[config.mk]
export PLATFORM = sky130hd
export DESIGN_NAME = dfcd_top
export DESIGN_NICKNAME = d
export VERILOG_FILES = /design/src/pkg/dfcd_pkg.sv /design/src/verilog/dfcd_top.sv
export VERILOG_INCLUDE_DIRS = /design/src /design/src/pkg
export SDC_FILE = /design/constraint.sdc
export NUM_CORES = 1
export LEC_CHECK = 0
export BUFFER_PORTS_ARGS = -buffer_cell sky130_fd_sc_hd__buf_2
export CORE_ASPECT_RATIO = 1.2
export CORE_UTILIZATION = 55
export CTS_CLUSTER_SIZE = 10
export DETAILED_ROUTE_END_ITERATION = 8
export GPL_TIMING_DRIVEN = 0
export PLACE_DENSITY = 0.87
export SYNTH_ARGS = -nofsm -noshare
export SYNTH_HDL_FRONTEND = slang
export SYNTH_SLANG_ARGS = --single-unit
[constraint.sdc]
create_clock -name clock -period 4.4 [get_ports clock]
set_input_delay 0.44 -clock clock [delete_from_list [all_inputs] [get_ports clock]]
set_output_delay 0.44 -clock clock [all_outputs]
set_load 0.01 [all_outputs]
[src/pkg/dfcd_regs.svh]
`ifndef DFCD_REGS_SVH
`define DFCD_REGS_SVH
// ----------------------------------------------------------------
// Register offsets (byte addresses, one word each)
// ----------------------------------------------------------------
`define DFCD_OFS_LVL1    6'h00
`define DFCD_OFS_WID1    6'h04
`define DFCD_OFS_LVL2    6'h08
`define DFCD_OFS_WID2    6'h0C
`define DFCD_OFS_LVL3    6'h10
`define DFCD_OFS_WID3    6'h14
`define DFCD_OFS_FSEL    6'h18
`define DFCD_OFS_CURLVL  6'h1C
`define DFCD_OFS_CURDLY  6'h20
`define DFCD_OFS_STATUS  6'h24
// ----------------------------------------------------------------
// Field positions of the function select register
// ----------------------------------------------------------------
`define DFCD_FSEL_R1_LSB 0
`define DFCD_FSEL_R2_LSB 8
`define DFCD_FSEL_PH_LSB 16
// ----------------------------------------------------------------
// Ranges and reset values (0.1 Hz, 0.1 A, 0.1 s units)
// ----------------------------------------------------------------
`define DFCD_LVL_MAX     13'h1766
`define DFCD_WID_MIN     8'h01
`define DFCD_WID_MAX     8'hFF
`define DFCD_CUR_MIN     14'h0001
`define DFCD_CUR_MAX     14'h270F
`define DFCD_DLY_MIN     7'h01
`define DFCD_DLY_MAX     7'h64
`define DFCD_RST_LVL     13'h0000
`define DFCD_RST_WID     8'h01
`define DFCD_RST_CUR     14'h0001
`define DFCD_RST_DLY     7'h01
`define DFCD_RST_FSEL    6'h00
// ----------------------------------------------------------------
// Timing
// ----------------------------------------------------------------
`define DFCD_CLK_NS      20
`define DFCD_T_TENTH_NS  100000000
`define DFCD_T_REL_MS    100
`endif

[src/pkg/dfcd_pkg.sv]
package dfcd_pkg;
  typedef logic [12:0] dfcd_freq_t;
  typedef logic [7:0]  dfcd_wid_t;
  typedef logic [13:0] dfcd_cur_t;
  typedef logic [6:0]  dfcd_dly_t;
  typedef logic [5:0]  dfcd_fcode_t;

  // Output function codes handled here
  typedef enum logic [5:0] {
    DFCD_F_FAGREE = 6'h02,
    DFCD_F_SAGREE = 6'h03,
    DFCD_F_DET1   = 6'h04,
    DFCD_F_DET2   = 6'h05,
    DFCD_F_CURAGR = 6'h0D,
    DFCD_F_CRANE  = 6'h27,
    DFCD_F_FOUT   = 6'h28,
    DFCD_F_DET3   = 6'h32,
    DFCD_F_DET4   = 6'h33,
    DFCD_F_DET5   = 6'h34,
    DFCD_F_DET6   = 6'h35
  } dfcd_fcode_e;

  // Current agree sequencer
  typedef enum logic [3:0] {
    DFCD_CA_IDLE = 4'h1,
    DFCD_CA_QUAL = 4'h2,
    DFCD_CA_ON   = 4'h4,
    DFCD_CA_REL  = 4'h8
  } dfcd_ca_e;

  // Live drive quantities, all on the control clock
  typedef struct packed {
    dfcd_freq_t freq_out;
    dfcd_freq_t freq_ref;
    dfcd_cur_t  cur_out;
    logic       accel;
    logic       decel;
    logic       out_active;
  } dfcd_drv_s;
endpackage

[src/verilog/dfcd_top.sv]
// Added by the designer: the register offsets and the Avalon-MM register port.
`include "dfcd_regs.svh"

// Function
// - Detection levels limited to 0.0-599.0 Hz
// - Detection widths limited to 0.1-25.5 Hz
// - Codes 2-5 use level/width one
// - Code 2: frequency within width of reference while drive outputs frequency
// - Code 3: frequency within width of level
// - Code 4: on above L+W, off below L
// - Code 5: complement hysteresis of code 4
// - Code 50: code 4 with set two
// - Code 51: code 5 with set two
// - Code 52: code 4 with set three
// - Code 53: code 5 with set three
// - Code 39: on above L+W while accelerating
// - Code 39: off below L while decelerating
// - Code 40: closed while drive outputs frequency
// - Current level and delay limited to ranges
// - Code 13 on relay one: current above level
// - Current agree release delayed 100 ms
// - Current agree on after qualification delay
module dfcd_top
  import dfcd_pkg::*;
#(
  parameter int TENTH_CYC = `DFCD_T_TENTH_NS / `DFCD_CLK_NS,
  parameter int REL_CYC   = (`DFCD_T_REL_MS * 1000000) / `DFCD_CLK_NS
) (
  // Clock and reset
  input  wire logic        clock,
  input  wire logic        rst,
  // Avalon-MM slave
  input  wire logic [5:0]  address,
  input  wire logic        read,
  input  wire logic        write,
  input  wire logic [31:0] writedata,
  output logic      [31:0] readdata,
  output logic             waitrequest,
  // Drive quantities
  input  wire dfcd_drv_s   drv,
  // Output terminals, high closes the contact
  output logic             relay_one_terminals,
  output logic             relay_two_terminals,
  output logic             photo_coupler_terminal
);

  // --------------------------------------------------------------
  // Helpers
  // --------------------------------------------------------------
  // Clamp a written value into the legal setting range
  function automatic logic [15:0] clamp(input logic [31:0] v,
                                        input logic [15:0] lo,
                                        input logic [15:0] hi);
    if (v < {16'h0000, lo}) begin
      return lo;
    end else if (v > {16'h0000, hi}) begin
      return hi;
    end else begin
      return v[15:0];
    end
  endfunction

  // Map a function code onto the detection flags
  function automatic logic sel_out(input dfcd_fcode_t c,
                                   input logic [10:0] f,
                                   input logic        cur_ok);
    case (c)
      DFCD_F_FAGREE: sel_out = f[0];
      DFCD_F_SAGREE: sel_out = f[1];
      DFCD_F_DET1:   sel_out = f[2];
      DFCD_F_DET2:   sel_out = f[3];
      DFCD_F_DET3:   sel_out = f[4];
      DFCD_F_DET4:   sel_out = f[5];
      DFCD_F_DET5:   sel_out = f[6];
      DFCD_F_DET6:   sel_out = f[7];
      DFCD_F_CRANE:  sel_out = f[8];
      DFCD_F_FOUT:   sel_out = f[9];
      DFCD_F_CURAGR: sel_out = f[10] & cur_ok;
      default:       sel_out = 1'b0;
    endcase
  endfunction

  // --------------------------------------------------------------
  // Settings
  // --------------------------------------------------------------
  dfcd_freq_t  lvl_r [3];
  dfcd_wid_t   wid_r [3];
  dfcd_fcode_t fsel_r1_r;
  dfcd_fcode_t fsel_r2_r;
  dfcd_fcode_t fsel_ph_r;
  dfcd_cur_t   cur_lvl_r;
  dfcd_dly_t   cur_dly_r;
  logic        waitrequest_r;
  logic [31:0] readdata_r;
  logic [31:0] rd_nxt;

  // Bus decode
  wire         req      = read | write;
  wire         wr_take  = write & ~waitrequest_r;
  wire [15:0]  wd_lvl   = clamp(writedata, {3'h0, 13'h0000}, {3'h0, `DFCD_LVL_MAX});
  wire [15:0]  wd_wid   = clamp(writedata, {8'h00, `DFCD_WID_MIN},
                                {8'h00, `DFCD_WID_MAX});
  wire [15:0]  wd_cur   = clamp(writedata, {2'h0, `DFCD_CUR_MIN},
                                {2'h0, `DFCD_CUR_MAX});
  wire [15:0]  wd_dly   = clamp(writedata, {9'h000, `DFCD_DLY_MIN},
                                {9'h000, `DFCD_DLY_MAX});

  // --------------------------------------------------------------
  // Level / width pairs, one per detection set
  // --------------------------------------------------------------
  genvar gi;
  generate
    for (gi = 0; gi < 3; gi++) begin : g_set
      localparam logic [5:0] OL = `DFCD_OFS_LVL1 + 6'(8 * gi);
      localparam logic [5:0] OW = `DFCD_OFS_WID1 + 6'(8 * gi);
      always_ff @(posedge clock or posedge rst) begin
        if (rst) begin
          lvl_r[gi] <= `DFCD_RST_LVL;
          wid_r[gi] <= `DFCD_RST_WID;
        end else if (wr_take) begin
          if (address == OL) lvl_r[gi] <= wd_lvl[12:0];
          if (address == OW) wid_r[gi] <= wd_wid[7:0];
        end
      end
    end
  endgenerate

  // Function select and current agree settings
  always_ff @(posedge clock or posedge rst) begin
    if (rst) begin
      fsel_r1_r <= `DFCD_RST_FSEL;
      fsel_r2_r <= `DFCD_RST_FSEL;
      fsel_ph_r <= `DFCD_RST_FSEL;
      cur_lvl_r <= `DFCD_RST_CUR;
      cur_dly_r <= `DFCD_RST_DLY;
    end else if (wr_take) begin
      if (address == `DFCD_OFS_FSEL) begin
        fsel_r1_r <= writedata[`DFCD_FSEL_R1_LSB +: 6];
        fsel_r2_r <= writedata[`DFCD_FSEL_R2_LSB +: 6];
        fsel_ph_r <= writedata[`DFCD_FSEL_PH_LSB +: 6];
      end
      if (address == `DFCD_OFS_CURLVL) cur_lvl_r <= wd_cur[13:0];
      if (address == `DFCD_OFS_CURDLY) cur_dly_r <= wd_dly[6:0];
    end
  end

  // --------------------------------------------------------------
  // Frequency comparisons
  // --------------------------------------------------------------
  logic [13:0] hi_th [3];
  logic        above [3];
  logic        below [3];
  logic        det_r [3];
  logic        crane_r;

  // Upper threshold is level plus width; band between holds state
  generate
    for (gi = 0; gi < 3; gi++) begin : g_cmp
      assign hi_th[gi] = {1'b0, lvl_r[gi]} + {6'h00, wid_r[gi]};
      assign above[gi] = {1'b0, drv.freq_out} > hi_th[gi];
      assign below[gi] = drv.freq_out < lvl_r[gi];
      always_ff @(posedge clock or posedge rst) begin
        if (rst) begin
          det_r[gi] <= 1'b0;
        end else if (above[gi]) begin
          det_r[gi] <= 1'b1;
        end else if (below[gi]) begin
          det_r[gi] <= 1'b0;
        end
      end
    end
  endgenerate

  // Crane variant only moves with the ramp direction
  always_ff @(posedge clock or posedge rst) begin
    if (rst) begin
      crane_r <= 1'b0;
    end else if (above[0] && drv.accel) begin
      crane_r <= 1'b1;
    end else if (below[0] && drv.decel) begin
      crane_r <= 1'b0;
    end
  end

  // Agree windows, widened so a zero reference still agrees at zero
  wire [13:0] f_w   = {1'b0, drv.freq_out} + {6'h00, wid_r[0]};
  wire [13:0] ref_w = {1'b0, drv.freq_ref} + {6'h00, wid_r[0]};
  wire        f_agree = drv.out_active && (f_w >= {1'b0, drv.freq_ref})
                        && ({1'b0, drv.freq_out} <= ref_w);
  wire        s_agree = (f_w >= {1'b0, lvl_r[0]})
                        && ({1'b0, drv.freq_out} <= hi_th[0]);

  // --------------------------------------------------------------
  // Current agree sequencer
  // --------------------------------------------------------------
  dfcd_ca_e    ca_r;
  dfcd_ca_e    ca_nxt;
  logic [22:0] cyc_r;
  logic [22:0] cyc_nxt;
  logic [6:0]  ten_r;
  logic [6:0]  ten_nxt;

  wire cur_above = drv.cur_out > cur_lvl_r;
  wire tick_ten  = cyc_r == 23'(TENTH_CYC - 1);
  wire tick_rel  = cyc_r == 23'(REL_CYC - 1);

  // Qualify for the delay, then hold through the release time
  always_comb begin
    ca_nxt  = ca_r;
    cyc_nxt = cyc_r + 23'h000001;
    ten_nxt = ten_r;
    case (ca_r)
      DFCD_CA_IDLE: begin
        cyc_nxt = 23'h000000;
        ten_nxt = 7'h00;
        if (cur_above) ca_nxt = DFCD_CA_QUAL;
      end
      DFCD_CA_QUAL: begin
        if (!cur_above) begin
          ca_nxt = DFCD_CA_IDLE;
        end else if (ten_r >= cur_dly_r) begin
          ca_nxt = DFCD_CA_ON;
        end else if (tick_ten) begin
          cyc_nxt = 23'h000000;
          ten_nxt = ten_r + 7'h01;
        end
      end
      DFCD_CA_ON: begin
        cyc_nxt = 23'h000000;
        if (!cur_above) ca_nxt = DFCD_CA_REL;
      end
      DFCD_CA_REL: begin
        if (cur_above) begin
          ca_nxt = DFCD_CA_ON;
        end else if (tick_rel) begin
          ca_nxt = DFCD_CA_IDLE;
        end
      end
      default: begin
        ca_nxt = DFCD_CA_IDLE;
      end
    endcase
  end

  always_ff @(posedge clock or posedge rst) begin
    if (rst) begin
      ca_r  <= DFCD_CA_IDLE;
      cyc_r <= 23'h000000;
      ten_r <= 7'h00;
    end else begin
      ca_r  <= ca_nxt;
      cyc_r <= cyc_nxt;
      ten_r <= ten_nxt;
    end
  end

  wire cur_agree = (ca_r == DFCD_CA_ON) || (ca_r == DFCD_CA_REL);

  // --------------------------------------------------------------
  // Output selection
  // --------------------------------------------------------------
  // Codes 5, 51 and 53 are the complement of their rising partner
  wire [10:0] flags = {cur_agree, drv.out_active, crane_r,
                       ~det_r[2], det_r[2], ~det_r[1], det_r[1],
                       ~det_r[0], det_r[0], s_agree, f_agree};
  wire r1_nxt = sel_out(fsel_r1_r, flags, 1'b1);
  wire r2_nxt = sel_out(fsel_r2_r, flags, 1'b0);
  wire ph_nxt = sel_out(fsel_ph_r, flags, 1'b0);

  always_ff @(posedge clock or posedge rst) begin
    if (rst) begin
      relay_one_terminals    <= 1'b0;
      relay_two_terminals    <= 1'b0;
      photo_coupler_terminal <= 1'b0;
    end else begin
      relay_one_terminals    <= r1_nxt;
      relay_two_terminals    <= r2_nxt;
      photo_coupler_terminal <= ph_nxt;
    end
  end

  // --------------------------------------------------------------
  // Register read back
  // --------------------------------------------------------------
  // Unmapped addresses read zero and ignore writes
  always_comb begin
    case (address)
      `DFCD_OFS_LVL1:   rd_nxt = {19'h00000, lvl_r[0]};
      `DFCD_OFS_WID1:   rd_nxt = {24'h000000, wid_r[0]};
      `DFCD_OFS_LVL2:   rd_nxt = {19'h00000, lvl_r[1]};
      `DFCD_OFS_WID2:   rd_nxt = {24'h000000, wid_r[1]};
      `DFCD_OFS_LVL3:   rd_nxt = {19'h00000, lvl_r[2]};
      `DFCD_OFS_WID3:   rd_nxt = {24'h000000, wid_r[2]};
      `DFCD_OFS_FSEL:   rd_nxt = {10'h000, fsel_ph_r, 2'h0, fsel_r2_r,
                                  2'h0, fsel_r1_r};
      `DFCD_OFS_CURLVL: rd_nxt = {18'h00000, cur_lvl_r};
      `DFCD_OFS_CURDLY: rd_nxt = {25'h0000000, cur_dly_r};
      `DFCD_OFS_STATUS: rd_nxt = {18'h00000, photo_coupler_terminal,
                                  relay_two_terminals, relay_one_terminals,
                                  flags};
      default:          rd_nxt = 32'h00000000;
    endcase
  end

  // One wait cycle per access keeps read data registered
  always_ff @(posedge clock or posedge rst) begin
    if (rst) begin
      waitrequest_r <= 1'b1;
      readdata_r    <= 32'h00000000;
    end else begin
      waitrequest_r <= ~(req & waitrequest_r);
      if (read & waitrequest_r) readdata_r <= rd_nxt;
    end
  end

  assign waitrequest = waitrequest_r;
  assign readdata    = readdata_r;

endmodule
== Word-level counts from Yosys, hierarchy flattened ==
Index checks and enable logic that the tools add are counted.

* Register bits after elaboration: 176
* Input bits: 85
* Output and inout bits: 36
* Word-level logic and storage cells: 168

* Add/sub/neg operators: 7
* Magnitude comparators: 18
* Equality and inequality tests: 52
* Mux-type cells: 35
* Bitwise operators: 9
* Reduce and logical (&&, ||, !) cells: 24

{| class="wikitable"
|+ Operators with widths
! operator !! count
|-
| $pmux W22 S10 || 1
|-
| $eq A6 B6 Y1 const B || 20
|-
| $add A13 B8 Y14 || 5
|-
| $mux W23 || 3
|-
| $lt A32 B1 Y1 const B || 2
|-
| $pmux W23 S2 || 1
|-
| $eq A6 B3 Y1 const B || 7
|-
| $gt A13 B14 Y1 || 3
|-
| $lt A13 B13 Y1 || 3
|-
| $eq A6 B2 Y1 const B || 6
|-
| $mux W7 || 5
|-
| $gt A32 B13 Y1 const B || 1
|-
| $gt A32 B14 Y1 const B || 1
|-
| $gt A32 B7 Y1 const B || 1
|-
| $gt A32 B8 Y1 const B || 1
|-
| $ge A14 B13 Y1 || 2
|-
| $le A13 B14 Y1 || 2
|-
| $mux W14 || 2
|-
| $mux W13 || 2
|-
| $eq A6 B5 Y1 const B || 4
|-
| $mux W4 || 6
|-
| $add A23 B1 Y23 const B || 1
|-
| $eq A23 B23 Y1 const B || 1
|-
| $pmux W1 S10 || 2
|-
| other kinds (25) || 63
|}

== Depth between registers and ports, before layout ==
Gate-level depths: netlist of the first run.

* Depth in word-level cells: 5
* Depth in mapped cells: 18
* Mapped depth without buffers: 18

== Worst setup path after synthesis of the first run ==
No wires, ideal clock.

* Path kind: input -> register
* Start point: input drv[30] (netlist bit)
* End point: register photo_coupler_terminal
* Library setup time: 0.151 ns
* Arrival time: 3.515 ns
* Required time: 4.249 ns
* Path slack: 0.734 ns
* Stages: 16
* Buffers on the path: 0
* Cell sequence: ha_1 > fa_1 > a21o_1 > a21oi_1 > nor2b_1 > o21a_1 > o41a_1 > xor2_1 > ha_1 > and4_1 > a221oi_1 > o21ai_0 > a31oi_1 > o21bai_1 > o211ai_1 > o311ai_0

* Longest elaborated chain between the ends: 5
* Elaborated cells between the ends (all ways): 9
* Those cells by class: add/sub: 1; order compare: 4; mux: 1; reduce/logical: 3

{| class="wikitable"
|+ RTL lines
! what !! RTL line !! source
|-
| from (decl) || dfcd_top.sv:40 || <nowiki>input wire dfcd_drv_s drv,</nowiki>
|-
| $add A13 B8 Y14 || dfcd_top.sv:186 || <nowiki>wire [13:0] f_w = {1'b0, drv.freq_out} + {6'h00, wid_r[0]};</nowiki>
|-
| $ge A14 B13 Y1 || dfcd_top.sv:188 || <nowiki>wire f_agree = drv.out_active && (f_w >= {1'b0, drv.freq_ref})</nowiki>
|-
| $logic_and A1 B1 Y1 || dfcd_top.sv:188 ||
|-
| $logic_and A1 B1 Y1 || dfcd_top.sv:189 || <nowiki>&& ({1'b0, drv.freq_out} <= ref_w);</nowiki>
|-
| $pmux W1 S10 * || dfcd_top.sv:67 || <nowiki>case (c)</nowiki>
|-
| named net ph_nxt || dfcd_top.sv:268 || <nowiki>wire ph_nxt = sel_out(fsel_ph_r, flags, 1'b0);</nowiki>
|-
| to (signal assigned) || dfcd_top.sv:278 || <nowiki>photo_coupler_terminal <= ph_nxt;</nowiki>
|-
| to (decl) || dfcd_top.sv:44 || <nowiki>output logic photo_coupler_terminal</nowiki>
|}

The timed path passes the listed nets; every way through them passes the cells marked *.
A chain may end at the register's enable or synchronous reset.

== Final worst setup path of the first run ==
* Start point: register wid_r[16] (netlist bit)
* End point: register readdata_r[1] (netlist: readdata[1])

* Longest elaborated chain between the ends: 4
* Elaborated cells between the ends (all ways): 6
* Those cells by class: add/sub: 2; order compare: 2; mux: 1; reduce/logical: 1

{| class="wikitable"
|+ RTL lines
! what !! RTL line !! source
|-
| from (decl) || dfcd_top.sv:87 || <nowiki>dfcd_wid_t wid_r [3];</nowiki>
|-
| from (signal, indexed assignment) || dfcd_top.sv:119 || <nowiki>wid_r[gi] <= `DFCD_RST_WID;</nowiki>
|-
| from (signal, indexed assignment) || dfcd_top.sv:122 || <nowiki>if (address == OW) wid_r[gi] <= wd_wid[7:0];</nowiki>
|-
| $add A13 B8 Y14 (on tied branches) || dfcd_top.sv:186, dfcd_top.sv:159 ||
|-
| $ge A14 B13 Y1 or $le A13 B14 Y1 (tied branches) || dfcd_top.sv:190, dfcd_top.sv:191 ||
|-
| $logic_and A1 B1 Y1 * || dfcd_top.sv:191 || <nowiki>&& ({1'b0, drv.freq_out} <= hi_th[0]);</nowiki>
|-
| $pmux W22 S10 * || dfcd_top.sv:287 || <nowiki>case (address)</nowiki>
|-
| to (signal assigned) || dfcd_top.sv:312 || <nowiki>if (read & waitrequest_r) readdata_r <= rd_nxt;</nowiki>
|-
| to (decl) || dfcd_top.sv:94 || <nowiki>logic [31:0] readdata_r;</nowiki>
|}

Mark *: on every way between the ends. The rest lies on a longest branch, timed or not.

==> flow_summary.ini, run 1 <==
[run_status]
status = completed

[global_routing]
track_usage_pct = 32.6
grt_max_degree = 44
overflow = 0
grt_pass1_vias = 12100
grt_antenna_before_repair = 0
grt_pass1_wl_mm = 61.3

[detailed_routing]
ant_nets = 0
drc = 0
highest_layer = met4
vias = 12300
first_iter_violations = 1055
met3_length_mm = 2.99
via_per_inst = 6.34
wl_per_cell_um = 20.0
routed-wl-met2_mm = 19.1
routed_wl_mm = 38.9
dr.pass1.iters = 6
met1_length_mm = 14.7

[sta]
hold_viol_final = 0
skew_ps = 13.9
timing.fmax_ghz = 0.234
setup_viol = 0
finalHoldWorstSlack_ps = 210
period_needed_ps = 4270
worst_slew_pin_slew_ps = 1200
finalCritPeriodShare_pct = 96.9
rsz0062_at_grt = no
slew_headroom_pct = 19.1
drv_slew = 0

[critical_path]
criticalPathCategory = flop to flop
cp_common_cell = o21ai_0
startpoint_type = flop
cpMaxStageDelayCell = dfstp_2
worstPathMaxFanout = 5
cp.required_ps = 4750
path_delay_family = compound AO/OA/AOI/OAI gates
crit_buf_inv = 1
end_kind = flop
crit_arrival_ps = 4610
max_stage_delay_ps = 600
worstPathCellList = ha_1, inv_1, fa_1, nor2b_1, o21ai_0, a21boi_0, o21ai_0, a21oi_1, nand4_1, xnor2_1, ha_1, nand3_1, nor4_1, a21o_1, a31oi_1, nand2_1, o211ai_1, o21ai_0

[synth]
synth-main-ff-cell = dfrtp_1
yosysUniqueCellTypes = 71
async_flop_share_pct = 100
synth-edff-count = 0
synthTopCellsByArea = dfrtp_1 (30%), ha_1 (17%), o21ai_0 (4.9%), nand2_1 (4.3%), a21oi_1 (3.1%)
netlist.area_leader.share_pct = 30.1
ys_seq_elements = 164
yosysMostFrequentCell = ha_1
syn_area_sq_mm = 0.0131
syn_avg_cell_area_sq_um = 8.84
synth_commonest_cells = ha_1 (177), dfrtp_1 (157), nand2_1 (149), o21ai_0 (129), nor2_1 (108)
netlist_instances = 1478
yosysWarnings = 0
seq_area_frac_synth_pct = 31.5
yosys.area.top_type = dfrtp_1

[layout]
diodes = 0
layout.core_utilization_pct = 63.2
fin_nets = 1881
instances_no_fill = 1942
nFillCells = 1902
area_growth_pct = 12.5
drive_above_1_share_pct = 13.3

[power_and_ir_drop]
p_int_w = 0.00305
p_switching_w = 0.00172
p_seq_share_pct = 38.0
ir_drop_mv = 0.232
p_per_area_mw_per_mm2 = 325
p_clk_share_pct = 29.5
power_frac_comb_pct = 32.5
swShare_pct = 36.1
p_leak_nw = 6.70

[flow_run]
cap_violations = 0

[floorplan]
io_pins = 121
rows = 61
dieArea_sq_mm = 0.0244
core-area_sq_mm = 0.0233
die_h_um = 171
start_util_pct = 56.2
die_x_um = 143

[clock_network]
clkLatencyLatePin_ps = 430
cts_root_buffer = clkbuf_16
clkSinkCount = 164
htree_levels = 4
cts_tree = done
numCtsBuffers = 17
clk_path_buf_depth = 2
clk_pin_slew_worst_paths_ps = 70

[placed_design]
placed_cells = 1908
dp_hpwl_mm = 30.4
portBuffers = 100
place_congestion = 0.949

[min_path]
hold_class = primary input to flop
[kinds of logic after synthesis]
family                     count (synthesis)  share of synthesized area [%]
and+or+nand+nor                          467                           17.3
AOI/OAI and AO/OA                        387                           18.7
adders and majority gates                182                           17.7
DFF                                      164                           31.5
buffers and inverters                    151                           4.79
xor gates and xnor gates                  82                           5.49
muxes                                     44                           4.49
other                                      1                         0.0287
[layout make-up]
type	count	area, sq um	area share (%)
well taps	315	394	2.68
multi-input cells	1174	8420	57.2
inverters	91	345	2.35
repair buffers	106	598	4.07
plain buffers	60	284	1.93
clock buffers	20	457	3.11
flip-flops and latches	164	4110	28.0
clock inverters	12	95.1	0.647
[metrics by stage]
| stage | setup TNS (ps) | cell area (sq um) | setup slack [ps] | total power, W |
|---|---|---|---|---|
| finish | 0 | 14700 | 135 | 0.00478 |
| CTS | 0 | 14700 | 22.4 | 0.00474 |
| global placement | -158 | 14000 | -71.1 | 0.00324 |
| detailed placement | -282 | 14100 | -113 | 0.00334 |
| floorplan | 0 | 13100 | 734 | 0.00286 |
| global route | 0 | 14700 | 2.37 | 0.00504 |
[worst paths after layout]
kind                        startpoint          end  slack (ps)  cells after the start
setup / recovery             wid_r[16]  readdata[1]         130                     18
hold / removal                    read  waitrequest         210                      2
setup reg to reg             wid_r[16]  readdata[1]         130                     18
hold reg to reg            readdata[6]  readdata[6]         480                      2
max in group asynchronous          rst  waitrequest        3050                      5
min in group asynchronous          rst     cyc_r[9]         520                      3
[metal layers]
| metal | track usage [%] | up-vias |
|---|---|---|
| li1 | - | 5635 |
| met5 | 0 | - |
| met4 | 18.2 | 0 |
| met3 | 4.81 | 146 |
| met1 | 38.6 | 5884 |
| met2 | 56.5 | 649 |
[placed cells by master (no fill, tap or decap), drive strengths merged, types with 14 or more instances in the layout]
cell type / Yosys / routed
o21ai: 130 / 130
a21oi: 81 / 81
nand4: 18 / 18
inv: 91 / 95
a31oi: 16 / 16
buf: 19 / 124
mux2: 27 / 27
nor3: 30 / 30
nand2b: 17 / 17
o211ai: 16 / 16
clkbuf: 41 / 61
nand3: 39 / 39
nor2b: 28 / 28
a21o: 22 / 22
dfrtp: 157 / 157
nor4: 17 / 17
nand2: 149 / 149
nor2: 109 / 109
xor2: 40 / 40
xnor2: 42 / 42
ha: 177 / 177
and3: 14 / 14
[flip-flops by register name (all words and copies together) (netlist names), 3 cells and up]
| signal | flops |
|---|---|
| wid_r | 24 |
| cur_lvl_r | 14 |
| readdata | 20 |
| ten_r | 7 |
| fsel_r1_r | 6 |
| ca_r | 4 |
| det_r | 3 |
| fsel_ph_r | 6 |
| fsel_r2_r | 6 |
| lvl_r | 39 |
| cyc_r | 23 |
| cur_dly_r | 7 |
[power by group through the flow]
stage	clock network, W	registers [W]	logic [W]
floorplan	0	0.00176	0.00109
global placement	0	0.00182	0.00142
detailed placement	0	0.00183	0.00151
CTS	0.00141	0.00180	0.00152
global route	0.00147	0.00182	0.00174
finish	0.00141	0.00182	0.00155
[worst register-to-register path, stage by stage (launching register included)]
cell      delay [ps]
dfstp_2          600
ha_1             220
inv_1             70
fa_1             400
nor2b_1          120
o21ai_0          110
a21boi_0         190
o21ai_0          160
a21oi_1          420
nand4_1          170
xnor2_1          160
ha_1             300
nand3_1          150
nor4_1           350
a21o_1           130
a31oi_1           60
nand2_1          240
o211ai_1         150
o21ai_0          190
[timing repair]
| action | in CTS | in global routing |
|---|---|---|
| resized for setup | 0 | 10 |
| hold buffers | 1 | 0 |
| hold endpoints to repair | 9 | 0 |
| setup buffers | 0 | 1 |
| endpoints found under the setup margin | 0 | 5 |
Note: power is estimated with default switching activity, not from simulation.
==> run 2, diff against run 1 <==
- ABC_AREA: default -> 1
- PLACE_DENSITY: 0.87 -> 0.86
==> run 2 against run 1 <==
Against the previous run:
- via count increased by 12%
- synthesized cell count is 23% higher
- wire length grew 15%
- combinational power increased by 60%
- global-route usage grew 3.5 points
- sequential cell count did not move
- critical path depth shrank 1
- clock power grew 9.9%
- register-to-register slack improved by 240 ps
- final cell count rose by 18%
- largest cell class unchanged
==> flow_summary.ini, run 2 <==
[critical_path]
cp_common_cell = nand2_1
startpoint_type = flop
worstPathCellList = ha_1, inv_1, fa_1, o21ai_0, nand4_1, nand2_1, nand2_1, nor3_1, xor2_1, ha_1, nand3_1, nor4_1, nor2_1, nand2_1, and2_1, nand2_1, nand3_1
worstPathMaxFanout = 5
crit_buf_inv = 1
end_kind = flop
crit_arrival_ps = 4400
path_delay_family = simple AND/OR/NAND/NOR gates
cpMaxStageDelayCell = dfstp_2
max_stage_delay_ps = 640
criticalPathCategory = flop to flop
cp.required_ps = 4770

[synth]
yosysUniqueCellTypes = 57
synth-edff-count = 0
synth-main-ff-cell = dfrtp_1
yosysWarnings = 0
syn_area_sq_mm = 0.0136
netlist.area_leader.share_pct = 28.8
ys_seq_elements = 164
async_flop_share_pct = 100
seq_area_frac_synth_pct = 30.1
synth_commonest_cells = nand2_1 (367), inv_1 (260), ha_1 (177), dfrtp_1 (157), a21oi_1 (122)
syn_avg_cell_area_sq_um = 7.49
yosysMostFrequentCell = nand2_1
synthTopCellsByArea = dfrtp_1 (29%), ha_1 (16%), nand2_1 (10%), inv_1 (7.2%), a21oi_1 (4.5%)
netlist_instances = 1823
yosys.area.top_type = dfrtp_1

[floorplan]
io_pins = 121
dieArea_sq_mm = 0.0255
die_x_um = 146
rows = 62
die_h_um = 175
core-area_sq_mm = 0.0241
start_util_pct = 56.6

[clock_network]
clk_path_buf_depth = 2
clk_pin_slew_worst_paths_ps = 70
ctsHoldBuffers = 0
numCtsBuffers = 17
clkLatencyLatePin_ps = 440
clkSinkCount = 164
htree_levels = 4
cts_resized = 0
post_cts_buffers = 0
cts_root_buffer = clkbuf_16
cts_tree = done

[min_path]
hold_class = primary input to asynchronous set/reset pin

[global_routing]
grt_pass1_wl_mm = 71.1
grt_max_degree = 44
grt_pass1_vias = 13800
grt_antenna_before_repair = 1
overflow = 0
track_usage_pct = 36.1

[power_and_ir_drop]
p_per_area_mw_per_mm2 = 386
total_power_w = 0.00592
p_leak_nw = 8.01
ir_drop_mv = 0.470

[detailed_routing]
met3_length_mm = 3.60
ant_nets = 0
vias = 13800
routed-wl-met2_mm = 21.3
routed_wl_mm = 44.7
highest_layer = met4
wl_per_cell_um = 19.5
met1_length_mm = 16.5
via_per_inst = 6.02
drc = 0
dr.pass1.iters = 6
first_iter_violations = 1263

[layout]
regMostFlops = lvl_r
fin_nets = 2231
area_growth_pct = 12.2
layout.core_utilization_pct = 63.5
drive_above_1_share_pct = 11.9
final_cell_mix = nand2_1 (367), inv_1 (259), ha_1 (177), dfrtp_1 (157), buf_2 (124)
largest_reg_flops = 39
mostFrequentLayoutCell = nand2_1
largestRegisters = lvl_r (39), wid_r (24), cyc_r (23)
nFillCells = 2125

[sta]
worst_slew_pin_slew_ps = 734
finalCritPeriodShare_pct = 91.5
skew_ps = 12.7
finalHoldWorstSlack_ps = 68.7
setup_slack_ps = 372
hold_viol_final = 0
setup_tns_ps = 0
rsz0062_at_grt = no
drv_slew = 0
slew_headroom_pct = 50.6
setup_viol = 0
timing.fmax_ghz = 0.248
period_needed_ps = 4030

[placed_design]
portBuffers = 107
place_ws_ps = 493
place_congestion = 0.991
dp_hpwl_mm = 35.1

[flow_run]
cap_violations = 0

[run_status]
status = completed
run 2: area by class of cell:
class,instances,area [sq um],share of cell area [%]
plain buffers,44,239,1.56
inverters,268,1010,6.60
clock inverters,15,181,1.18
diodes,1,2.50,0.0163
flip-flops and latches,164,4110,26.8
repair buffers,111,616,4.02
well taps,320,400,2.61
clock buffers,17,425,2.78
multi-input cells,1358,8330,54.4
run 2: kinds of logic after synthesis:
family	count (synthesis)	synth area share, %
simple gates	724	23.7
other cells	1	0.0275
compound gates	369	15.5
flops	164	30.1
buf+inv	312	9.13
xor+xnor	71	4.56
fa+ha+maj	182	17.0
run 2: per-stage QoR:
stage | cell area (sq um) | instances
after floorplan | 13700 | 1834
after global placement | 14600 | 2261
after detailed placement | 14700 | 2265
after CTS | 15300 | 2297
after global routing | 15300 | 2297
final | 15300 | 2298
run 2: path summary, 6_finish.rpt:
check | from | endpoint | slack [ps] | depth (start not counted)
max in group asynchronous | rst | readdata[18] | 3270 | 5
min | rst | ten_r[2] | 70 | 2
min reg2reg | readdata[20] | readdata[20] | 480 | 2
min in group clock | read | waitrequest | 180 | 2
max | wid_r[16] | photo_coupler_terminal | 370 | 17
max reg2reg | wid_r[16] | photo_coupler_terminal | 370 | 17
run 2: where the power goes:
group          total, W  switching (W)  internal (W)
Combinational   0.00248        0.00159      0.000887
Sequential      0.00189       0.000198       0.00169
Clock           0.00155       0.000649      0.000898
Total           0.00592        0.00244       0.00348
run 2: routing by layer:
metal | global-route usage, % | vias up
li1 | - | 6430
met1 | 41.2 | 6535
met5 | 0 | -
met2 | 61.1 | 646
met3 | 6.53 | 212
met4 | 25.6 | 0
run 2: worst reg2reg max path, stage by stage (launching register included):
cell and delay, ps:
dfstp_2 640, ha_1 200, inv_1 60, fa_1 390
o21ai_0 440, nand4_1 230, nand2_1 120, nand2_1 90
nor3_1 180, xor2_1 100, ha_1 370, nand3_1 140
nor4_1 360, nor2_1 110, nand2_1 170, and2_1 230
nand2_1 80, nand3_1 70
==> run 3, diff against run 2 <==
- MAX_ROUTING_LAYER: default -> met4
==> run 3 against run 2 <==
Against the previous run:
- critical path depth is the same
- global-route usage increased by 0.37 points
- total power barely moved
- cell area barely moved
- die area unchanged
- worst setup slack gained 7.7 ps
- critical path type unchanged
- largest cell class unchanged
- largest power group unchanged
==> flow_summary.ini, run 3 (synthesis gave the netlist of run 2 again) <==
[clock_network]
post_cts_buffers = 0
clkSinkCount = 164
clkLatencyLatePin_ps = 440
ctsHoldBuffers = 0
numCtsBuffers = 17
cts_tree = done
clk_path_buf_depth = 2
cts_root_buffer = clkbuf_16
cts_resized = 0
clk_pin_slew_worst_paths_ps = 70
htree_levels = 4

[sta]
slew_headroom_pct = 48.7
setup_tns_ps = 0
skew_ps = 9.20
drv_slew = 0
finalCritPeriodShare_pct = 91.4
rsz0062_at_grt = no
hold_viol_final = 0
setup_viol = 0
timing.fmax_ghz = 0.249
worst_slew_pin_slew_ps = 762
period_needed_ps = 4020

[power_and_ir_drop]
p_leak_nw = 8.02
p_per_area_mw_per_mm2 = 386
total_power_w = 0.00591
ir_drop_mv = 0.506

[layout]
fin_nets = 2231
largestRegisters = lvl_r (39), wid_r (24), cyc_r (23)
final_cell_mix = nand2_1 (367), inv_1 (259), ha_1 (177), dfrtp_1 (157), buf_2 (124)
drive_above_1_share_pct = 11.8
mostFrequentLayoutCell = nand2_1
regMostFlops = lvl_r
largest_reg_flops = 39
area_growth_pct = 12.2
diodes = 0
nFillCells = 2128

[detailed_routing]
met3_length_mm = 3.53
vias = 13800
first_iter_violations = 1216
routed-wl-met2_mm = 21.6
highest_layer = met4
routed_wl_mm = 44.7
drc = 0
via_per_inst = 6.02
ant_nets = 0
met1_length_mm = 16.3
dr.pass1.iters = 6
wl_per_cell_um = 19.4

[floorplan]
start_util_pct = 56.6
die_x_um = 146
die_h_um = 175
core-area_sq_mm = 0.0241
dieArea_sq_mm = 0.0255
io_pins = 121
rows = 62

[global_routing]
grt_pass1_vias = 13500
track_usage_pct = 36.4
grt_max_degree = 43
grt_pass1_wl_mm = 69.4
grt_antenna_before_repair = 0
overflow = 0

[critical_path]
max_stage_delay_ps = 650
worstPathCellList = ha_1, inv_1, fa_1, o21ai_0, nand4_1, nand2_1, nand2_1, nor3_1, xor2_1, ha_1, nand3_1, nor4_1, nor2_1, nand2_1, and2_1, nand2_1, nand3_1
crit_start = wid_r[16]
cpMaxStageDelayCell = dfstp_2
cp.required_ps = 4770
r2r-start = wid_r[16]
criticalPathCategory = flop to flop
path_delay_family = simple AND/OR/NAND/NOR gates
startpoint_type = flop
end_kind = flop
crit_buf_inv = 1
cp_common_cell = nand2_1
worstPathMaxFanout = 5
crit_arrival_ps = 4390

[placed_design]
portBuffers = 107
dp_hpwl_mm = 35.2
place_congestion = 1.05

[min_path]
hold_class = primary input to asynchronous set/reset pin

[run_status]
status = completed

[flow_run]
cap_violations = 0
[run 3: cell types whose count changed in the layout (fill, tap and decap cells not counted)]
cell / change
clkbuf_1: +3
clkbuf_8: +3
clkinv_2: +1
clkinv_4: -1
clkinvlp_4: -3
diode_2: -1
inv_6: -2
inv_8: -1
[run 3: cell type report]
class                      count  area [sq um]  share of cell area (%)
multi-input combinational   1358          8330                    54.4
clock inverter                 9           126                   0.825
buffer                        44           239                    1.56
inverter                     268          1010                    6.60
timing repair buffer         111           616                    4.02
tap                          320           400                    2.61
sequential                   164          4110                    26.9
clock buffer                  23           478                    3.12
[run 3: per-layer routing]
metal,up-vias,GRT usage (%)
met4,0,23.9
met2,701,61.4
met1,6493,39.8
li1,6422,-
met5,-,-
met3,206,5.95
[run 3: worst paths after layout]
kind                       slack [ps]  cells after the start                     end
min in group clock                160                      2             waitrequest
setup / recovery                  380                     17  photo_coupler_terminal
setup reg to reg                  380                     17  photo_coupler_terminal
max in group asynchronous        3490                      4             waitrequest
hold reg to reg                   480                      2             readdata[0]
hold / removal                     10                      2               cyc_r[15]
[run 3: power breakdown]
part	switching, W	internal (W)
combinational	0.00157	0.000887
clock	0.000622	0.000935
sequential	0.000199	0.00169
[run 3: stage by stage]
stage          hold WS, ps  area [sq um]  utilization, %  std cells  worst slack [ps]
2_1_floorplan          449         13700               -       1834              1340
4_1_cts               25.7         15300            63.5       2297               469
3_5_place_dp           462         14700            61.0       2265               502
6_report              11.2         15300            63.5       2297               380
5_1_grt               39.9         15300            63.5       2297               219
3_3_place_gp           463         14600            60.6       2261               533
